`config.mk`:
```
export PLATFORM = sky130hd
export DESIGN_NAME = ctcm_top
export DESIGN_NICKNAME = d
export VERILOG_FILES = /design/src/ctcm_pkg.sv /design/src/ctcm_core.sv /design/src/ctcm_top.sv
export SDC_FILE = /design/constraint.sdc
export NUM_CORES = 1
export LEC_CHECK = 0
export BUFFER_PORTS_ARGS = -buffer_cell sky130_fd_sc_hd__buf_2
export CAP_MARGIN = 40
export CORE_ASPECT_RATIO = 1.1
export CORE_UTILIZATION = 30
export DETAILED_ROUTE_END_ITERATION = 10
export HOLD_SLACK_MARGIN = 0.05
export PLACE_DENSITY = 0.46
export SYNTH_ARGS = -nofsm -noshare
export SYNTH_HDL_FRONTEND = slang
export SYNTH_SLANG_ARGS = --single-unit
```
`constraint.sdc`:
```
create_clock -name pclk -period 3.9 [get_ports pclk]
set_clock_uncertainty 0.15 [all_clocks]
set_input_delay 0.78 -clock pclk [delete_from_list [all_inputs] [get_ports pclk]]
set_output_delay 0.78 -clock pclk [all_outputs]
set_load 0.02 [all_outputs]
```
`src/ctcm_pkg.sv`:
```
// Shared constants for the dual counter/timer block: register map, fields, reset values and encodings.
package ctcm_pkg;

	// Instance and channel counts.
	localparam int CTCM_NUM_INST  = 2;
	localparam int CTCM_NUM_MATCH = 4;
	localparam int CTCM_NUM_CAP   = 2;
	localparam int CTCM_NUM_EXT   = 2;
	localparam int CTCM_DW        = 32;

	// Byte offsets inside one instance window; instance n sits at n * stride.
	localparam logic [11:0] CTCM_INST_STRIDE   = 12'h040;
	localparam logic [11:0] CTCM_OFF_CTRL      = 12'h000;
	localparam logic [11:0] CTCM_OFF_COUNT     = 12'h004;
	localparam logic [11:0] CTCM_OFF_PRE_LIMIT = 12'h008;
	localparam logic [11:0] CTCM_OFF_PRE_COUNT = 12'h00C;
	localparam logic [11:0] CTCM_OFF_MATCH_CTL = 12'h010;
	localparam logic [11:0] CTCM_OFF_CAP_CTL   = 12'h014;
	localparam logic [11:0] CTCM_OFF_EXT_MATCH = 12'h018;
	localparam logic [11:0] CTCM_OFF_MATCH0    = 12'h020;
	localparam logic [11:0] CTCM_OFF_CAP0      = 12'h030;

	// Shared interrupt registers after both instance windows.
	localparam logic [11:0] CTCM_OFF_INT_STAT  = 12'h080;
	localparam logic [11:0] CTCM_OFF_INT_MASK  = 12'h084;

	// Control register fields.
	localparam int CTCM_CTRL_EN   = 0;
	localparam int CTCM_CTRL_HOLD = 1;
	localparam int CTCM_CTRL_MODE = 2;
	localparam int CTCM_CTRL_SRC  = 3;
	localparam int CTCM_CTRL_EDGE = 4;

	// Match control: three bits per match register.
	localparam int CTCM_MC_STRIDE = 3;
	localparam int CTCM_MC_INT    = 0;
	localparam int CTCM_MC_RST    = 1;
	localparam int CTCM_MC_STOP   = 2;

	// Capture control: three bits per channel, then the clear-on-capture fields.
	localparam int CTCM_CC_STRIDE   = 3;
	localparam int CTCM_CC_RISE     = 0;
	localparam int CTCM_CC_FALL     = 1;
	localparam int CTCM_CC_INT      = 2;
	localparam int CTCM_CC_CLR_EN   = 8;
	localparam int CTCM_CC_CLR_CH   = 9;
	localparam int CTCM_CC_CLR_FALL = 10;

	// External match: two action bits per output, current pin levels read back from bit 8.
	localparam int CTCM_EM_STATE = 8;

	// Interrupt status layout: eight bits per instance, captures above the matches.
	localparam int CTCM_INT_STRIDE   = 8;
	localparam int CTCM_INT_CAP_BASE = 4;
	localparam int CTCM_INT_W        = 16;

	// Writable bits and reset values.
	localparam logic [31:0] CTCM_CTRL_MASK = 32'h0000_003F;
	localparam logic [31:0] CTCM_MC_MASK   = 32'h0000_0FFF;
	localparam logic [31:0] CTCM_CC_MASK   = 32'h0000_073F;
	localparam logic [31:0] CTCM_EM_MASK   = 32'h0000_000F;
	localparam logic [31:0] CTCM_RST_REG   = 32'h0000_0000;

	// Action taken on an external match output.
	typedef enum logic [1:0] {
		CTCM_ACT_NONE   = 2'b00,
		CTCM_ACT_LOW    = 2'b01,
		CTCM_ACT_HIGH   = 2'b10,
		CTCM_ACT_TOGGLE = 2'b11
	} ctcm_act_e;

endpackage

```
`src/ctcm_core.sv`:
```
// One counter/timer instance: prescaler, count, capture channels, match actions and match outputs.
`timescale 1ns/10ps
module ctcm_core #(
	parameter int CW = 32
) (
	// Clock and reset.
	input  wire logic                                   pclk,
	input  wire logic                                   presetn,
	// Configuration from the register file.
	input  wire logic                                   en,
	input  wire logic                                   hold,
	input  wire logic                                   cnt_mode,
	input  wire logic                                   cnt_src,
	input  wire logic [1:0]                             cnt_edge,
	input  wire logic [CW-1:0]                          pre_limit,
	input  wire logic [ctcm_pkg::CTCM_NUM_MATCH-1:0][CW-1:0] match_val,
	input  wire logic [ctcm_pkg::CTCM_NUM_MATCH-1:0]    match_rst,
	input  wire logic [ctcm_pkg::CTCM_NUM_MATCH-1:0]    match_stop,
	input  wire logic [ctcm_pkg::CTCM_NUM_EXT-1:0][1:0] ext_act,
	input  wire logic [ctcm_pkg::CTCM_NUM_CAP-1:0]      cap_rise,
	input  wire logic [ctcm_pkg::CTCM_NUM_CAP-1:0]      cap_fall,
	input  wire logic                                   clr_en,
	input  wire logic                                   clr_ch,
	input  wire logic                                   clr_fall,
	// Software load of the count.
	input  wire logic                                   ld_cnt,
	input  wire logic [CW-1:0]                          ld_val,
	// Filtered capture input levels.
	input  wire logic [ctcm_pkg::CTCM_NUM_CAP-1:0]      cap_lvl,
	// State and events.
	output logic      [CW-1:0]                          count_value,
	output logic      [CW-1:0]                          pre_count,
	output logic      [ctcm_pkg::CTCM_NUM_CAP-1:0][CW-1:0] cap_val,
	output logic      [ctcm_pkg::CTCM_NUM_MATCH-1:0]    match_evt,
	output logic      [ctcm_pkg::CTCM_NUM_CAP-1:0]      cap_evt,
	output logic                                        stop_req,
	output logic      [ctcm_pkg::CTCM_NUM_EXT-1:0]      ext_out,
	output logic      [1:0]                             dma_req
);
	import ctcm_pkg::*;

	logic [CW-1:0]              count_ff;
	logic [CW-1:0]              nxt_count;
	logic [CW-1:0]              pcount_ff;
	logic [CW-1:0]              nxt_pcount;
	logic [CTCM_NUM_CAP-1:0]    lvl_prev_ff;
	logic [CTCM_NUM_CAP-1:0]    rise;
	logic [CTCM_NUM_CAP-1:0]    fall;
	logic [CTCM_NUM_EXT-1:0]    ext_ff;
	logic [CTCM_NUM_EXT-1:0]    nxt_ext;
	logic [1:0]                 dma_ff;
	logic                       run;
	logic                       cnt_tick;
	logic                       pre_wrap;
	logic                       any_rst;
	logic                       clr_evt;

	// Edge detection on the already filtered capture levels.
	assign rise = cap_lvl & ~lvl_prev_ff;
	assign fall = ~cap_lvl & lvl_prev_ff;

	// Timer mode ticks every bus clock; counter mode ticks on chosen edges of one capture input.
	assign run      = en & ~hold;
	assign cnt_tick = run & (cnt_mode ? ((cnt_edge[0] & rise[cnt_src]) | (cnt_edge[1] & fall[cnt_src])) : 1'b1);
	assign pre_wrap = cnt_tick & (pcount_ff == pre_limit);

	// A match fires when the count advances away from a value equal to a match register.
	genvar gm;
	generate
		for (gm = 0; gm < CTCM_NUM_MATCH; gm++) begin : g_match
			assign match_evt[gm] = pre_wrap & (count_ff == match_val[gm]);
		end
	endgenerate
	assign any_rst  = |(match_evt & match_rst);
	assign stop_req = |(match_evt & match_stop);

	// Capture edges and the optional clearing edge.
	assign cap_evt = (rise & cap_rise) | (fall & cap_fall);
	assign clr_evt = clr_en & (clr_fall ? fall[clr_ch] : rise[clr_ch]);

	// Next count: clear and hold win over a software load, which wins over counting.
	always_comb begin
		nxt_count  = count_ff;
		nxt_pcount = pcount_ff;
		if (hold || clr_evt) begin
			nxt_count  = '0;
			nxt_pcount = '0;
		end else if (ld_cnt) begin
			nxt_count  = ld_val;
			nxt_pcount = '0;
		end else if (pre_wrap) begin
			nxt_pcount = '0;
			nxt_count  = any_rst ? '0 : count_ff + 1'b1;
		end else if (cnt_tick) begin
			nxt_pcount = pcount_ff + 1'b1;
		end
	end

	// Count, prescaler and edge history.
	always_ff @(posedge pclk or negedge presetn) begin
		if (!presetn) begin
			count_ff    <= '0;
			pcount_ff   <= '0;
			lvl_prev_ff <= '0;
			dma_ff      <= '0;
		end else begin
			count_ff    <= nxt_count;
			pcount_ff   <= nxt_pcount;
			lvl_prev_ff <= cap_lvl;
			dma_ff      <= match_evt[1:0];
		end
	end

	// Each capture channel snapshots the count present when its edge arrives.
	genvar gc;
	generate
		for (gc = 0; gc < CTCM_NUM_CAP; gc++) begin : g_cap
			logic [CW-1:0] cap_ff;
			always_ff @(posedge pclk or negedge presetn) begin
				if (!presetn) begin
					cap_ff <= '0;
				end else if (cap_evt[gc]) begin
					cap_ff <= count_ff;
				end
			end
			assign cap_val[gc] = cap_ff;
		end
	endgenerate

	// Match outputs follow the action of their own match register.
	genvar ge;
	generate
		for (ge = 0; ge < CTCM_NUM_EXT; ge++) begin : g_ext
			assign nxt_ext[ge] = !match_evt[ge]                  ? ext_ff[ge] :
			                     (ext_act[ge] == CTCM_ACT_LOW)    ? 1'b0 :
			                     (ext_act[ge] == CTCM_ACT_HIGH)   ? 1'b1 :
			                     (ext_act[ge] == CTCM_ACT_TOGGLE) ? ~ext_ff[ge] : ext_ff[ge];
		end
	endgenerate

	// Output levels live in flip-flops so the pins never glitch.
	always_ff @(posedge pclk or negedge presetn) begin
		if (!presetn) begin
			ext_ff <= '0;
		end else begin
			ext_ff <= nxt_ext;
		end
	end

	assign count_value = count_ff;
	assign pre_count   = pcount_ff;
	assign ext_out     = ext_ff;
	assign dma_req     = dma_ff;

endmodule

```
`src/ctcm_top.sv`:
```
// Dual counter/timer with APB register file, capture pin filters, match pins, DMA triggers and interrupt.
//
// Contract
// Two independent counter/timers each have a 32-bit count advanced through a programmable 32-bit prescaler.
// Timer mode counts bus clocks while counter mode counts edges of a selected capture input instead.
// Each instance has up to two 32-bit capture channels storing the count on an input edge, optionally interrupting.
// Each capture signal comes from its own capture pin and feeds exactly one capture channel of its timer.
// A chosen capture edge can clear both count and prescaler, enabling pulse-width measurement.
// Four 32-bit match registers per instance can continue, stop or reset the timer, each optionally interrupting.
// Up to two match outputs per instance go low, high, toggle or stay unchanged on their match.
// Two match registers per instance raise DMA requests on their match events.
// The prescaler counts input edges and advances the count each time it reaches its limit, then restarts at zero.
// Each match and capture event sets its own flag, cleared by writing one, with the interrupt high while an enabled flag is set.
//       The code sets a flag only for an event whose interrupt option is on, and a read of the status also clears the flags it returns.
//
// The APB register port and the register addresses were decided locally.
`timescale 1ns/10ps
module ctcm_top (
	// Clock and reset.
	input  wire logic                          pclk,
	input  wire logic                          presetn,
	// APB slave.
	input  wire logic                          psel,
	input  wire logic                          penable,
	input  wire logic                          pwrite,
	input  wire logic [11:0]                   paddr,
	input  wire logic [31:0]                   pwdata,
	output logic      [31:0]                   prdata,
	output logic                               pready,
	output logic                               pslverr,
	// Capture pins, two per instance.
	input  wire logic [ctcm_pkg::CTCM_NUM_INST*ctcm_pkg::CTCM_NUM_CAP-1:0] cap_pin,
	// Match pins, two per instance.
	output logic      [ctcm_pkg::CTCM_NUM_INST*ctcm_pkg::CTCM_NUM_EXT-1:0] match_pin,
	// DMA triggers, two per instance.
	output logic      [ctcm_pkg::CTCM_NUM_INST*2-1:0]                      dma_req,
	// Interrupt.
	output logic                               irq
);
	import ctcm_pkg::*;

	localparam int NPIN = CTCM_NUM_INST * CTCM_NUM_CAP;

	////////////////////////////////////////////////////////////////////////////////
	// APB decode.

	logic                         wr_acc;
	logic                         rd_acc;
	logic                         setup;
	logic [5:0]                   loc_off;
	logic                         inst_win;
	logic                         inst_idx;
	logic                         com_win;
	logic                         stat_hit;
	logic                         mask_hit;
	logic [CTCM_NUM_INST-1:0]     inst_hit;
	logic [CTCM_NUM_INST-1:0]     inst_ok;
	logic [31:0]                  inst_rd [CTCM_NUM_INST];
	logic                         addr_ok;
	logic [31:0]                  rd_mux;
	logic [31:0]                  prdata_ff;

	// Writes and read-clears take effect only on the access edge; pready is always high.
	assign setup    = psel & ~penable;
	assign wr_acc   = psel & penable & pwrite;
	assign rd_acc   = psel & penable & ~pwrite;
	assign loc_off  = paddr[5:0];
	assign inst_win = (paddr[11:7] == 5'd0);
	assign inst_idx = paddr[6];
	assign com_win  = (paddr[11:7] == CTCM_OFF_INT_STAT[11:7]);
	assign stat_hit = com_win & (paddr[6:0] == CTCM_OFF_INT_STAT[6:0]);
	assign mask_hit = com_win & (paddr[6:0] == CTCM_OFF_INT_MASK[6:0]);

	////////////////////////////////////////////////////////////////////////////////
	// Capture pin filters.

	logic [NPIN-1:0] sync1_ff;
	logic [NPIN-1:0] sync2_ff;
	logic [NPIN-1:0] sync3_ff;
	logic [NPIN-1:0] lvl_ff;

	// Three stages; the filtered level moves only once the second and third stages agree,
	// which rejects a single-cycle glitch at the cost of two extra cycles of latency.
	always_ff @(posedge pclk or negedge presetn) begin
		if (!presetn) begin
			sync1_ff <= '0;
			sync2_ff <= '0;
			sync3_ff <= '0;
			lvl_ff   <= '0;
		end else begin
			sync1_ff <= cap_pin;
			sync2_ff <= sync1_ff;
			sync3_ff <= sync2_ff;
			lvl_ff   <= (sync2_ff & sync3_ff) | (lvl_ff & (sync2_ff | sync3_ff));
		end
	end

	////////////////////////////////////////////////////////////////////////////////
	// Per-instance registers and timer cores.

	logic [CTCM_INT_W-1:0] flag_set;

	genvar gi;
	genvar gm;
	generate
		for (gi = 0; gi < CTCM_NUM_INST; gi++) begin : g_inst
			logic [31:0]                                ctrl_ff;
			logic [31:0]                                pre_ff;
			logic [31:0]                                mctl_ff;
			logic [31:0]                                cctl_ff;
			logic [31:0]                                ext_ff;
			logic [CTCM_NUM_MATCH-1:0][31:0]            match_ff;
			logic [CTCM_NUM_MATCH-1:0]                  m_int;
			logic [CTCM_NUM_MATCH-1:0]                  m_rst;
			logic [CTCM_NUM_MATCH-1:0]                  m_stop;
			logic [CTCM_NUM_EXT-1:0][1:0]               e_act;
			logic [CTCM_NUM_CAP-1:0]                    c_rise;
			logic [CTCM_NUM_CAP-1:0]                    c_fall;
			logic [CTCM_NUM_CAP-1:0]                    c_int;
			logic [31:0]                                cnt_w;
			logic [31:0]                                pcnt_w;
			logic [CTCM_NUM_CAP-1:0][31:0]              cap_w;
			logic [CTCM_NUM_MATCH-1:0]                  mevt_w;
			logic [CTCM_NUM_CAP-1:0]                    cevt_w;
			logic [CTCM_NUM_EXT-1:0]                    ext_w;
			logic                                       stop_w;
			logic                                       wr_me;
			logic                                       ld_cnt;
			logic                                       rd_hit;

			assign inst_hit[gi] = inst_win & (inst_idx == gi[0]);
			assign wr_me        = wr_acc & inst_hit[gi];
			assign ld_cnt       = wr_me & (loc_off == CTCM_OFF_COUNT[5:0]);

			// Unpack the per-match and per-channel control fields.
			for (gm = 0; gm < CTCM_NUM_MATCH; gm++) begin : g_mf
				assign m_int[gm]  = mctl_ff[gm*CTCM_MC_STRIDE + CTCM_MC_INT];
				assign m_rst[gm]  = mctl_ff[gm*CTCM_MC_STRIDE + CTCM_MC_RST];
				assign m_stop[gm] = mctl_ff[gm*CTCM_MC_STRIDE + CTCM_MC_STOP];
			end
			for (gm = 0; gm < CTCM_NUM_CAP; gm++) begin : g_cf
				assign c_rise[gm] = cctl_ff[gm*CTCM_CC_STRIDE + CTCM_CC_RISE];
				assign c_fall[gm] = cctl_ff[gm*CTCM_CC_STRIDE + CTCM_CC_FALL];
				assign c_int[gm]  = cctl_ff[gm*CTCM_CC_STRIDE + CTCM_CC_INT];
			end
			for (gm = 0; gm < CTCM_NUM_EXT; gm++) begin : g_ef
				assign e_act[gm] = ext_ff[2*gm +: 2];
			end

			// Control: a stop-on-match clears the enable unless software writes it in the same cycle.
			always_ff @(posedge pclk or negedge presetn) begin
				if (!presetn) begin
					ctrl_ff <= CTCM_RST_REG;
				end else if (wr_me && loc_off == CTCM_OFF_CTRL[5:0]) begin
					ctrl_ff <= pwdata & CTCM_CTRL_MASK;
				end else if (stop_w) begin
					ctrl_ff[CTCM_CTRL_EN] <= 1'b0;
				end
			end

			// Prescale limit and the three control words.
			always_ff @(posedge pclk or negedge presetn) begin
				if (!presetn) begin
					pre_ff  <= CTCM_RST_REG;
					mctl_ff <= CTCM_RST_REG;
					cctl_ff <= CTCM_RST_REG;
					ext_ff  <= CTCM_RST_REG;
				end else if (wr_me) begin
					if (loc_off == CTCM_OFF_PRE_LIMIT[5:0]) pre_ff <= pwdata;
					if (loc_off == CTCM_OFF_MATCH_CTL[5:0]) mctl_ff <= pwdata & CTCM_MC_MASK;
					if (loc_off == CTCM_OFF_CAP_CTL[5:0]) cctl_ff <= pwdata & CTCM_CC_MASK;
					if (loc_off == CTCM_OFF_EXT_MATCH[5:0]) ext_ff <= pwdata & CTCM_EM_MASK;
				end
			end

			// Match value registers.
			for (gm = 0; gm < CTCM_NUM_MATCH; gm++) begin : g_mreg
				localparam logic [5:0] MOFF = 6'(CTCM_OFF_MATCH0[5:0] + 6'(4 * gm));
				always_ff @(posedge pclk or negedge presetn) begin
					if (!presetn) begin
						match_ff[gm] <= CTCM_RST_REG;
					end else if (wr_me && loc_off == MOFF) begin
						match_ff[gm] <= pwdata;
					end
				end
			end

			ctcm_core #(
				.CW (CTCM_DW)
			) u_core (
				.pclk        (pclk),
				.presetn     (presetn),
				.en          (ctrl_ff[CTCM_CTRL_EN]),
				.hold        (ctrl_ff[CTCM_CTRL_HOLD]),
				.cnt_mode    (ctrl_ff[CTCM_CTRL_MODE]),
				.cnt_src     (ctrl_ff[CTCM_CTRL_SRC]),
				.cnt_edge    (ctrl_ff[CTCM_CTRL_EDGE +: 2]),
				.pre_limit   (pre_ff),
				.match_val   (match_ff),
				.match_rst   (m_rst),
				.match_stop  (m_stop),
				.ext_act     (e_act),
				.cap_rise    (c_rise),
				.cap_fall    (c_fall),
				.clr_en      (cctl_ff[CTCM_CC_CLR_EN]),
				.clr_ch      (cctl_ff[CTCM_CC_CLR_CH]),
				.clr_fall    (cctl_ff[CTCM_CC_CLR_FALL]),
				.ld_cnt      (ld_cnt),
				.ld_val      (pwdata),
				.cap_lvl     (lvl_ff[gi*CTCM_NUM_CAP +: CTCM_NUM_CAP]),
				.count_value (cnt_w),
				.pre_count   (pcnt_w),
				.cap_val     (cap_w),
				.match_evt   (mevt_w),
				.cap_evt     (cevt_w),
				.stop_req    (stop_w),
				.ext_out     (ext_w),
				.dma_req     (dma_req[gi*2 +: 2])
			);

			assign match_pin[gi*CTCM_NUM_EXT +: CTCM_NUM_EXT] = ext_w;

			// Events whose interrupt option is on raise their status flag.
			assign flag_set[gi*CTCM_INT_STRIDE +: CTCM_NUM_MATCH] = mevt_w & m_int;
			assign flag_set[gi*CTCM_INT_STRIDE + CTCM_INT_CAP_BASE +: CTCM_NUM_CAP] = cevt_w & c_int;
			assign flag_set[gi*CTCM_INT_STRIDE + CTCM_INT_CAP_BASE + CTCM_NUM_CAP +: 2] = 2'b00;

			// Read view of this instance; holes in the window answer with an error.
			always_comb begin
				inst_rd[gi] = 32'h0000_0000;
				rd_hit      = 1'b1;
				case (loc_off)
					CTCM_OFF_CTRL[5:0]:      inst_rd[gi] = ctrl_ff;
					CTCM_OFF_COUNT[5:0]:     inst_rd[gi] = cnt_w;
					CTCM_OFF_PRE_LIMIT[5:0]: inst_rd[gi] = pre_ff;
					CTCM_OFF_PRE_COUNT[5:0]: inst_rd[gi] = pcnt_w;
					CTCM_OFF_MATCH_CTL[5:0]: inst_rd[gi] = mctl_ff;
					CTCM_OFF_CAP_CTL[5:0]:   inst_rd[gi] = cctl_ff;
					CTCM_OFF_EXT_MATCH[5:0]: inst_rd[gi] = ext_ff | (32'(ext_w) << CTCM_EM_STATE);
					6'h20:                   inst_rd[gi] = match_ff[0];
					6'h24:                   inst_rd[gi] = match_ff[1];
					6'h28:                   inst_rd[gi] = match_ff[2];
					6'h2C:                   inst_rd[gi] = match_ff[3];
					CTCM_OFF_CAP0[5:0]:      inst_rd[gi] = cap_w[0];
					6'h34:                   inst_rd[gi] = cap_w[1];
					default:                 rd_hit      = 1'b0;
				endcase
			end
			assign inst_ok[gi] = inst_hit[gi] & rd_hit;
		end
	endgenerate

	////////////////////////////////////////////////////////////////////////////////
	// Interrupt status and mask.

	logic [CTCM_INT_W-1:0] stat_ff;
	logic [CTCM_INT_W-1:0] nxt_stat;
	logic [CTCM_INT_W-1:0] mask_ff;
	logic [CTCM_INT_W-1:0] stat_clr;

	// A read clears only the bits it returned, and a one written clears too; a new event wins over either.
	assign stat_clr = ((wr_acc & stat_hit) ? pwdata[CTCM_INT_W-1:0] : '0) |
	                  ((rd_acc & stat_hit) ? prdata_ff[CTCM_INT_W-1:0] : '0);
	assign nxt_stat = (stat_ff & ~stat_clr) | flag_set;

	always_ff @(posedge pclk or negedge presetn) begin
		if (!presetn) begin
			stat_ff <= '0;
			mask_ff <= '0;
		end else begin
			stat_ff <= nxt_stat;
			if (wr_acc && mask_hit) begin
				mask_ff <= pwdata[CTCM_INT_W-1:0];
			end
		end
	end

	assign irq = |(stat_ff & mask_ff);

	////////////////////////////////////////////////////////////////////////////////
	// Read data and bus answer.

	assign addr_ok = (|inst_ok) | stat_hit | mask_hit;
	assign rd_mux  = inst_ok[0] ? inst_rd[0] :
	                 inst_ok[1] ? inst_rd[1] :
	                 stat_hit   ? {16'h0000, stat_ff} :
	                 mask_hit   ? {16'h0000, mask_ff} : 32'h0000_0000;

	// Read data is sampled in the setup cycle, so it stands still through the access phase.
	always_ff @(posedge pclk or negedge presetn) begin
		if (!presetn) begin
			prdata_ff <= 32'h0000_0000;
		end else if (setup) begin
			prdata_ff <= rd_mux;
		end
	end

	assign prdata  = prdata_ff;
	assign pready  = 1'b1;
	assign pslverr = psel & penable & ~addr_ok;

endmodule

```
==> flow_metrics.tcl, run 1 <==
set metrics [dict create \
    worst_pin_slew_ps 801 \
    maxSlewViolCount 0 \
    status "finished, final reports clean" \
    crit_path_max_fanout 12 \
    routed_wirelength_mm 170 \
    holdWs_ps 75.6 \
    yosysTopAreaCell "dfrtp_1" \
    clkSlewWorstSetupHoldPaths_ps 60 \
    clock_latency_ps 680 \
    seq_area_um2 18300 \
    htreeDepth 3 \
    cts_setup_buffers 0 \
    synth_most_common_cell "dfrtp_1" \
    yosysWarnings 0 \
    drv_cap 0 \
    area_growth_pct 18.2 \
    antenna_found_initial 6 \
    postSynthAreaPerCell_um2 11.1 \
    syn_area_um2 37800 \
    worstSetupStartpointType "register" \
    stdcell_count 5289 \
    placed_cell_area_um2 41500 \
    grt_pass1_vias 30200 \
    drtPass1Iterations 10 \
    placedCellCount 5119 \
    drive_gt1_share_pct 29.5 \
    syn_inst 3414 \
    synth_common_cells "730 x dfrtp_1, 527 x mux2_2, 311 x xnor2_1" \
    drtAntennaViolNets 0 \
    gp_congestion 0.966 \
    final_area_um2 44600 \
    cts_tree "done" \
    crit_type "register to register" \
    ys_seq_area_share_pct 48.4 \
    rsz0062_at_grt "false" \
    synth.distinct_cells 68 \
    multi_input_area_um2 18300 \
    setup_viol 0 \
    dpl.hpwl_mm 124 \
    io_buffers 94 \
    grt_max_degree 133 \
    cts.sinks 730 \
    fin_crit_sh_pct 94.8 \
    grt_pass1_wl_mm 241 \
    ios 96 \
    async_reset_ff_share_pct 100 \
    holdCritPathClass "input pin to register" \
    crit_chain "xnor2_1 -> nand4_1 -> nor4_1 -> nand3_1 -> o2111ai_2 -> buf_4 -> o21bai_1 -> a221oi_1 -> nor2_1" \
    cts-root-buf "clkbuf_16" \
    max_freq_ghz 0.271 \
    initial_core_util_pct 30.2 \
    num_rows 136 \
    grt_remaining_overflow 0 \
    ys.flop_type "dfrtp_1" \
    n_fill_cell 12600 \
    cts_buffers 88 \
    die_x_um 340 \
    critical_path_buf_inv_count 1 \
    cts_buffer_depth 3 \
    end_kind "register" \
    grt_use_total_pct 26.5 \
    synth-edff-count 0 \
    dieArea_um2 127000 \
    arrival_ps 4100 \
    vias_per_cell 5.78 \
    nNetsFinal 3614 \
    final_util_pct 35.7 \
    power.total_mw 17.1 \
    worst_ep_required_time_ps 4310 \
    power.density_nw_per_um2 383 \
    wl_per_cell_um 32.2 \
    dieHeight_um 374 \
    synth_nets 3471 \
    p_leak_nw 19.8 \
    hold_viol 0 \
    synth_area_leaders "dfrtp_1 48%, mux2_2 16%, xnor2_1 7.2%" \
    coreArea_um2 125000 \
    slowest_delay_ps 700 \
    relSlewSlack_pct 46.6 \
    initialDrtViolationCount 3578 \
    critical-path-top-delay-family "simple AND/OR/NAND/NOR gates" \
    slowest_stage "nor4_1" \
    drc 0 \
    ir_worst_vdd_uv 301 \
    vias 30600 \
    ys_ff_latch 730 \
    synth_top_area_share_pct 48.4 \
    fin_crit_ps 3700 \
]
[report_power, final]
group,switching (mW),internal [mW]
clock network,3.55,5.19
registers,0.0629,7.62
logic,0.517,0.137
total,4.13,12.9
[per-stage QoR]
stage | setup WS, ps | TNS (ps)
after global routing | 166 | 0
after detailed placement | -46.9 | -78.9
after global placement | 6.62 | 0
after CTS | 269 | 0
final | 204 | 0
after floorplan | 393 | 0
[routing by layer]
| layer | vias to the layer above | wire (um) | global-route usage [%] |
|---|---|---|---|
| met3 | 300 | 10900 | 3.54 |
| li1 | 12900 | - | - |
| met4 | 4 | 9230 | 13.2 |
| met1 | 16000 | 71400 | 35.3 |
| met2 | 1337 | 78700 | 42.1 |
| met5 | - | 26 | 0 |
[cells in the final DEF, fill, tap and decap left out, types with 86 or more instances in the layout]
master	n
a21oi_1	102
a22oi_1	161
buf_2	93
buf_4	225
clkbuf_16	93
dfrtp_1	730
mux2_2	527
nand2_1	162
nand3_1	86
nand4_1	114
nor2_1	161
o21ai_0	127
xnor2_1	311
[final cells by class]
cell class / count / share of cell area, %
multi-input cells: 2358 / 41.1
inverters: 27 / 0.227
flip-flops and latches: 730 / 40.9
repair buffers: 352 / 6.25
well taps: 1656 / 4.64
clock buffers: 138 / 6.29
clock inverters: 24 / 0.522
diodes: 4 / 0.0224
[path summary, 6_finish.rpt]
path | start | to | slack, ps | cells after the start
min in group asynchronous | presetn | g_inst[0].ctrl_ff[3] | 490 | 2
setup / recovery | g_inst[1].u_core.count_value[2] | g_inst[1].u_core.count_value[15] | 200 | 9
hold reg to reg | sync1_ff[0] | sync2_ff[0] | 200 | 0
hold / removal | cap_pin[1] | sync1_ff[1] | 80 | 1
setup reg to reg | g_inst[1].u_core.count_value[2] | g_inst[1].u_core.count_value[15] | 200 | 9
max in group asynchronous | presetn | g_inst[1].u_core.pre_count[4] | 1960 | 3
[state kept, by name (all words and copies together) (netlist names)]
signal                      flops
g_inst.match_ff               256
g_inst.u_core.g_cap.cap_ff    128
g_inst.pre_ff                  64
g_inst.u_core.count_value      64
g_inst.u_core.pre_count        64
prdata                         32
g_inst.mctl_ff                 24
g_inst.cctl_ff                 18
mask_ff                        16
stat_ff                        16
g_inst.ctrl_ff                 12
g_inst.ext_ff                   8
g_inst.u_core.dma_req           4
g_inst.u_core.ext_out           4
g_inst.u_core.lvl_prev_ff       4
lvl_ff                          4
sync1_ff                        4
sync2_ff                        4
sync3_ff                        4
[what timing repair did]
item,in CTS,in global routing
setup endpoints to repair,0,0
hold endpoints to repair,43,0
gates resized for setup,0,0
hold buffers,4,0
[cell families after synthesis]
| logic type | after synthesis | synth area share (%) |
|---|---|---|
| compound gates | 675 | 12.7 |
| simple gates | 737 | 9.91 |
| flops | 730 | 48.4 |
| mux | 556 | 16.6 |
| xor+xnor | 381 | 8.84 |
| other cells | 1 | 0.00993 |
| fa+ha+maj | 8 | 0.239 |
| buf+inv | 326 | 3.34 |
(Power assumes the default switching activity.)
==> run 2: changes to the inputs <==
- CELL_PAD_IN_SITES_DETAIL_PLACEMENT: not set -> 1
- CELL_PAD_IN_SITES_GLOBAL_PLACEMENT: not set -> 1
- GPL_TIMING_DRIVEN: not set -> 1
- PLACE_DENSITY: 0.46 -> 0.54
- TNS_END_PERCENT: not set -> 100
==> flow_metrics.tcl, run 2 (synthesized netlist as in run 1, its figures left out) <==
set metrics [dict create \
    layout_commonest_cell "dfrtp_1" \
    wl_per_cell_um 33.4 \
    io_buffers 94 \
    min-delay-start "sync1_ff[3]" \
    crit_type "input pin to output port" \
    reg2reg_depth 9 \
    drtAntennaViolNets 0 \
    power.total_mw 16.8 \
    cts.sinks 730 \
    crit_path_max_fanout 12 \
    multi_input_area_um2 18300 \
    cts_buffers 90 \
    timing.rr.end "g_inst[0].u_core.count_value[23]" \
    routed_wirelength_mm 176 \
    grt_use_total_pct 27.4 \
    grt_pass1_vias 31200 \
    dpl.hpwl_mm 129 \
    num_rows 136 \
    die_x_um 340 \
    grt_remaining_overflow 0 \
    holdCritPathClass "register to register" \
    final_cell_mix "730 x dfrtp_1, 527 x mux2_2, 311 x xnor2_1" \
    p_int_mw 12.7 \
    worst_pin_slew_ps 803 \
    end_kind "output port" \
    status "finished, final reports clean" \
    hold_viol 0 \
    drive_gt1_share_pct 29.1 \
    htreeDepth 3 \
    power.density_nw_per_um2 378 \
    p_sw_mw 4.14 \
    p_leak_nw 19.7 \
    cts_tree "done" \
    pwr-share-seq_pct 45.8 \
    pwr-share-clk_pct 50.3 \
    rsz0062_at_grt "false" \
    max_freq_ghz 0.262 \
    regToRegStartpoint "g_inst[0].u_core.count_value[5]" \
    hold_depth 0 \
    netSwitchingFraction_pct 24.7 \
    pwr-share-comb_pct 4.0 \
    fin_crit_sh_pct 97.9 \
    drtPass1Iterations 7 \
    regMostFlops "g_inst.match_ff" \
    clock_latency_ps 680 \
    arrival_ps 2890 \
    relSlewSlack_pct 46.0 \
    vias_per_cell 5.85 \
    reg_top3 "g_inst.match_ff: 256 flops, g_inst.u_core.g_cap.cap_ff: 128 flops" \
    setup_viol 0 \
    seq_area_um2 18300 \
    hold_path_end "sync2_ff[3]" \
    worstSetupStartpointType "input pin" \
    initial_core_util_pct 30.2 \
    worst_ep_required_time_ps 2970 \
    setup-tns-final_ps 0 \
    gp_congestion 0.942 \
    dieHeight_um 374 \
    fin_crit_ps 3820 \
    antenna_found_initial 12 \
    n_fill_cell 13700 \
    vias 30800 \
    nNetsFinal 3606 \
    maxSlewViolCount 0 \
    largest_reg_flops 256 \
    place_ws_ps 55.2 \
    setup_ws_ps 81.1 \
    dieArea_um2 127000 \
    ios 96 \
    cts_buffer_depth 3 \
    ir_worst_vdd_uv 322 \
    initialDrtViolationCount 3645 \
    grt_max_degree 104 \
    holdWs_ps 197 \
    drv_cap 0 \
    final_util_pct 35.6 \
    antennaDiodeCount 0 \
    clkSlewWorstSetupHoldPaths_ps 60 \
    coreArea_um2 125000 \
    grt_pass1_wl_mm 249 \
    area_growth_pct 17.7 \
    cts-root-buf "clkbuf_16" \
    rrSetupSlack_ps 440 \
    drc 0 \
]
[run 2: cell types whose count changed in the layout (fill, tap and decap cells not counted), moves of 2 or more]
cell	change
clkbuf_8	-9
diode_2	-4
bufinv_16	-2
clkbuf_1	+3
buf_4	-14
clkinv_2	+4
[run 2: worst max-delay path by stage]
stage / cells past startpoint / from / slack, ps / end
floorplan: 7 / paddr[1] / 390 / pslverr
global placement: 10 / paddr[1] / 70 / prdata[19]
detailed placement: 10 / paddr[1] / 60 / prdata[19]
global route: 8 / paddr[4] / 130 / pslverr
CTS: 8 / paddr[4] / 260 / pslverr
finish: 8 / paddr[4] / 80 / pslverr
[run 2: power by group through the flow]
stage               Sequential (mW)  Combinational (mW)  Clock, mW
floorplan                      7.80               0.181          0
global placement               7.82               0.666          0
detailed placement             7.82               0.667          0
CTS                            7.68               0.673       8.60
global route                   7.68               0.708       8.90
finish                         7.68               0.668       8.44
[run 2: cell type report]
| type | count | area share (%) |
|---|---|---|
| multi-input combinational | 2358 | 41.3 |
| sequential | 730 | 41.1 |
| timing repair buffer | 342 | 6.20 |
| clock buffer | 132 | 6.06 |
| tap | 1656 | 4.66 |
| clock inverter | 28 | 0.473 |
| inverter | 27 | 0.228 |
[run 2: timing repair]
action / in CTS / in global routing
setup buffers: 0 / 0
hold buffers: 5 / 0
hold endpoints to repair: 45 / 0
resized for setup: 0 / 0
[run 2: critical path, cell delays in order]
cell and delay, ps:
buf_2 330, buf_4 240, o211ai_1 100, nand2_1 270, nor3_1 150, nor4_1 580, buf_4 260, buf_2 170
[run 2: layer usage]
layer | wire length (um) | share of wire [%] | GRT usage, %
met5 | 0 | 0 | 0
met4 | 7870 | 4.5 | 11.6
met3 | 10400 | 5.9 | 3.26
met2 | 82600 | 47 | 44.4
met1 | 75100 | 43 | 36.7
[run 2: stage by stage]
stage               instances  cell area (um^2)
floorplan                3414             37800
global placement         5105             41400
detailed placement       5108             41500
CTS                      5273             44400
global route             5273             44400
finish                   5273             44400
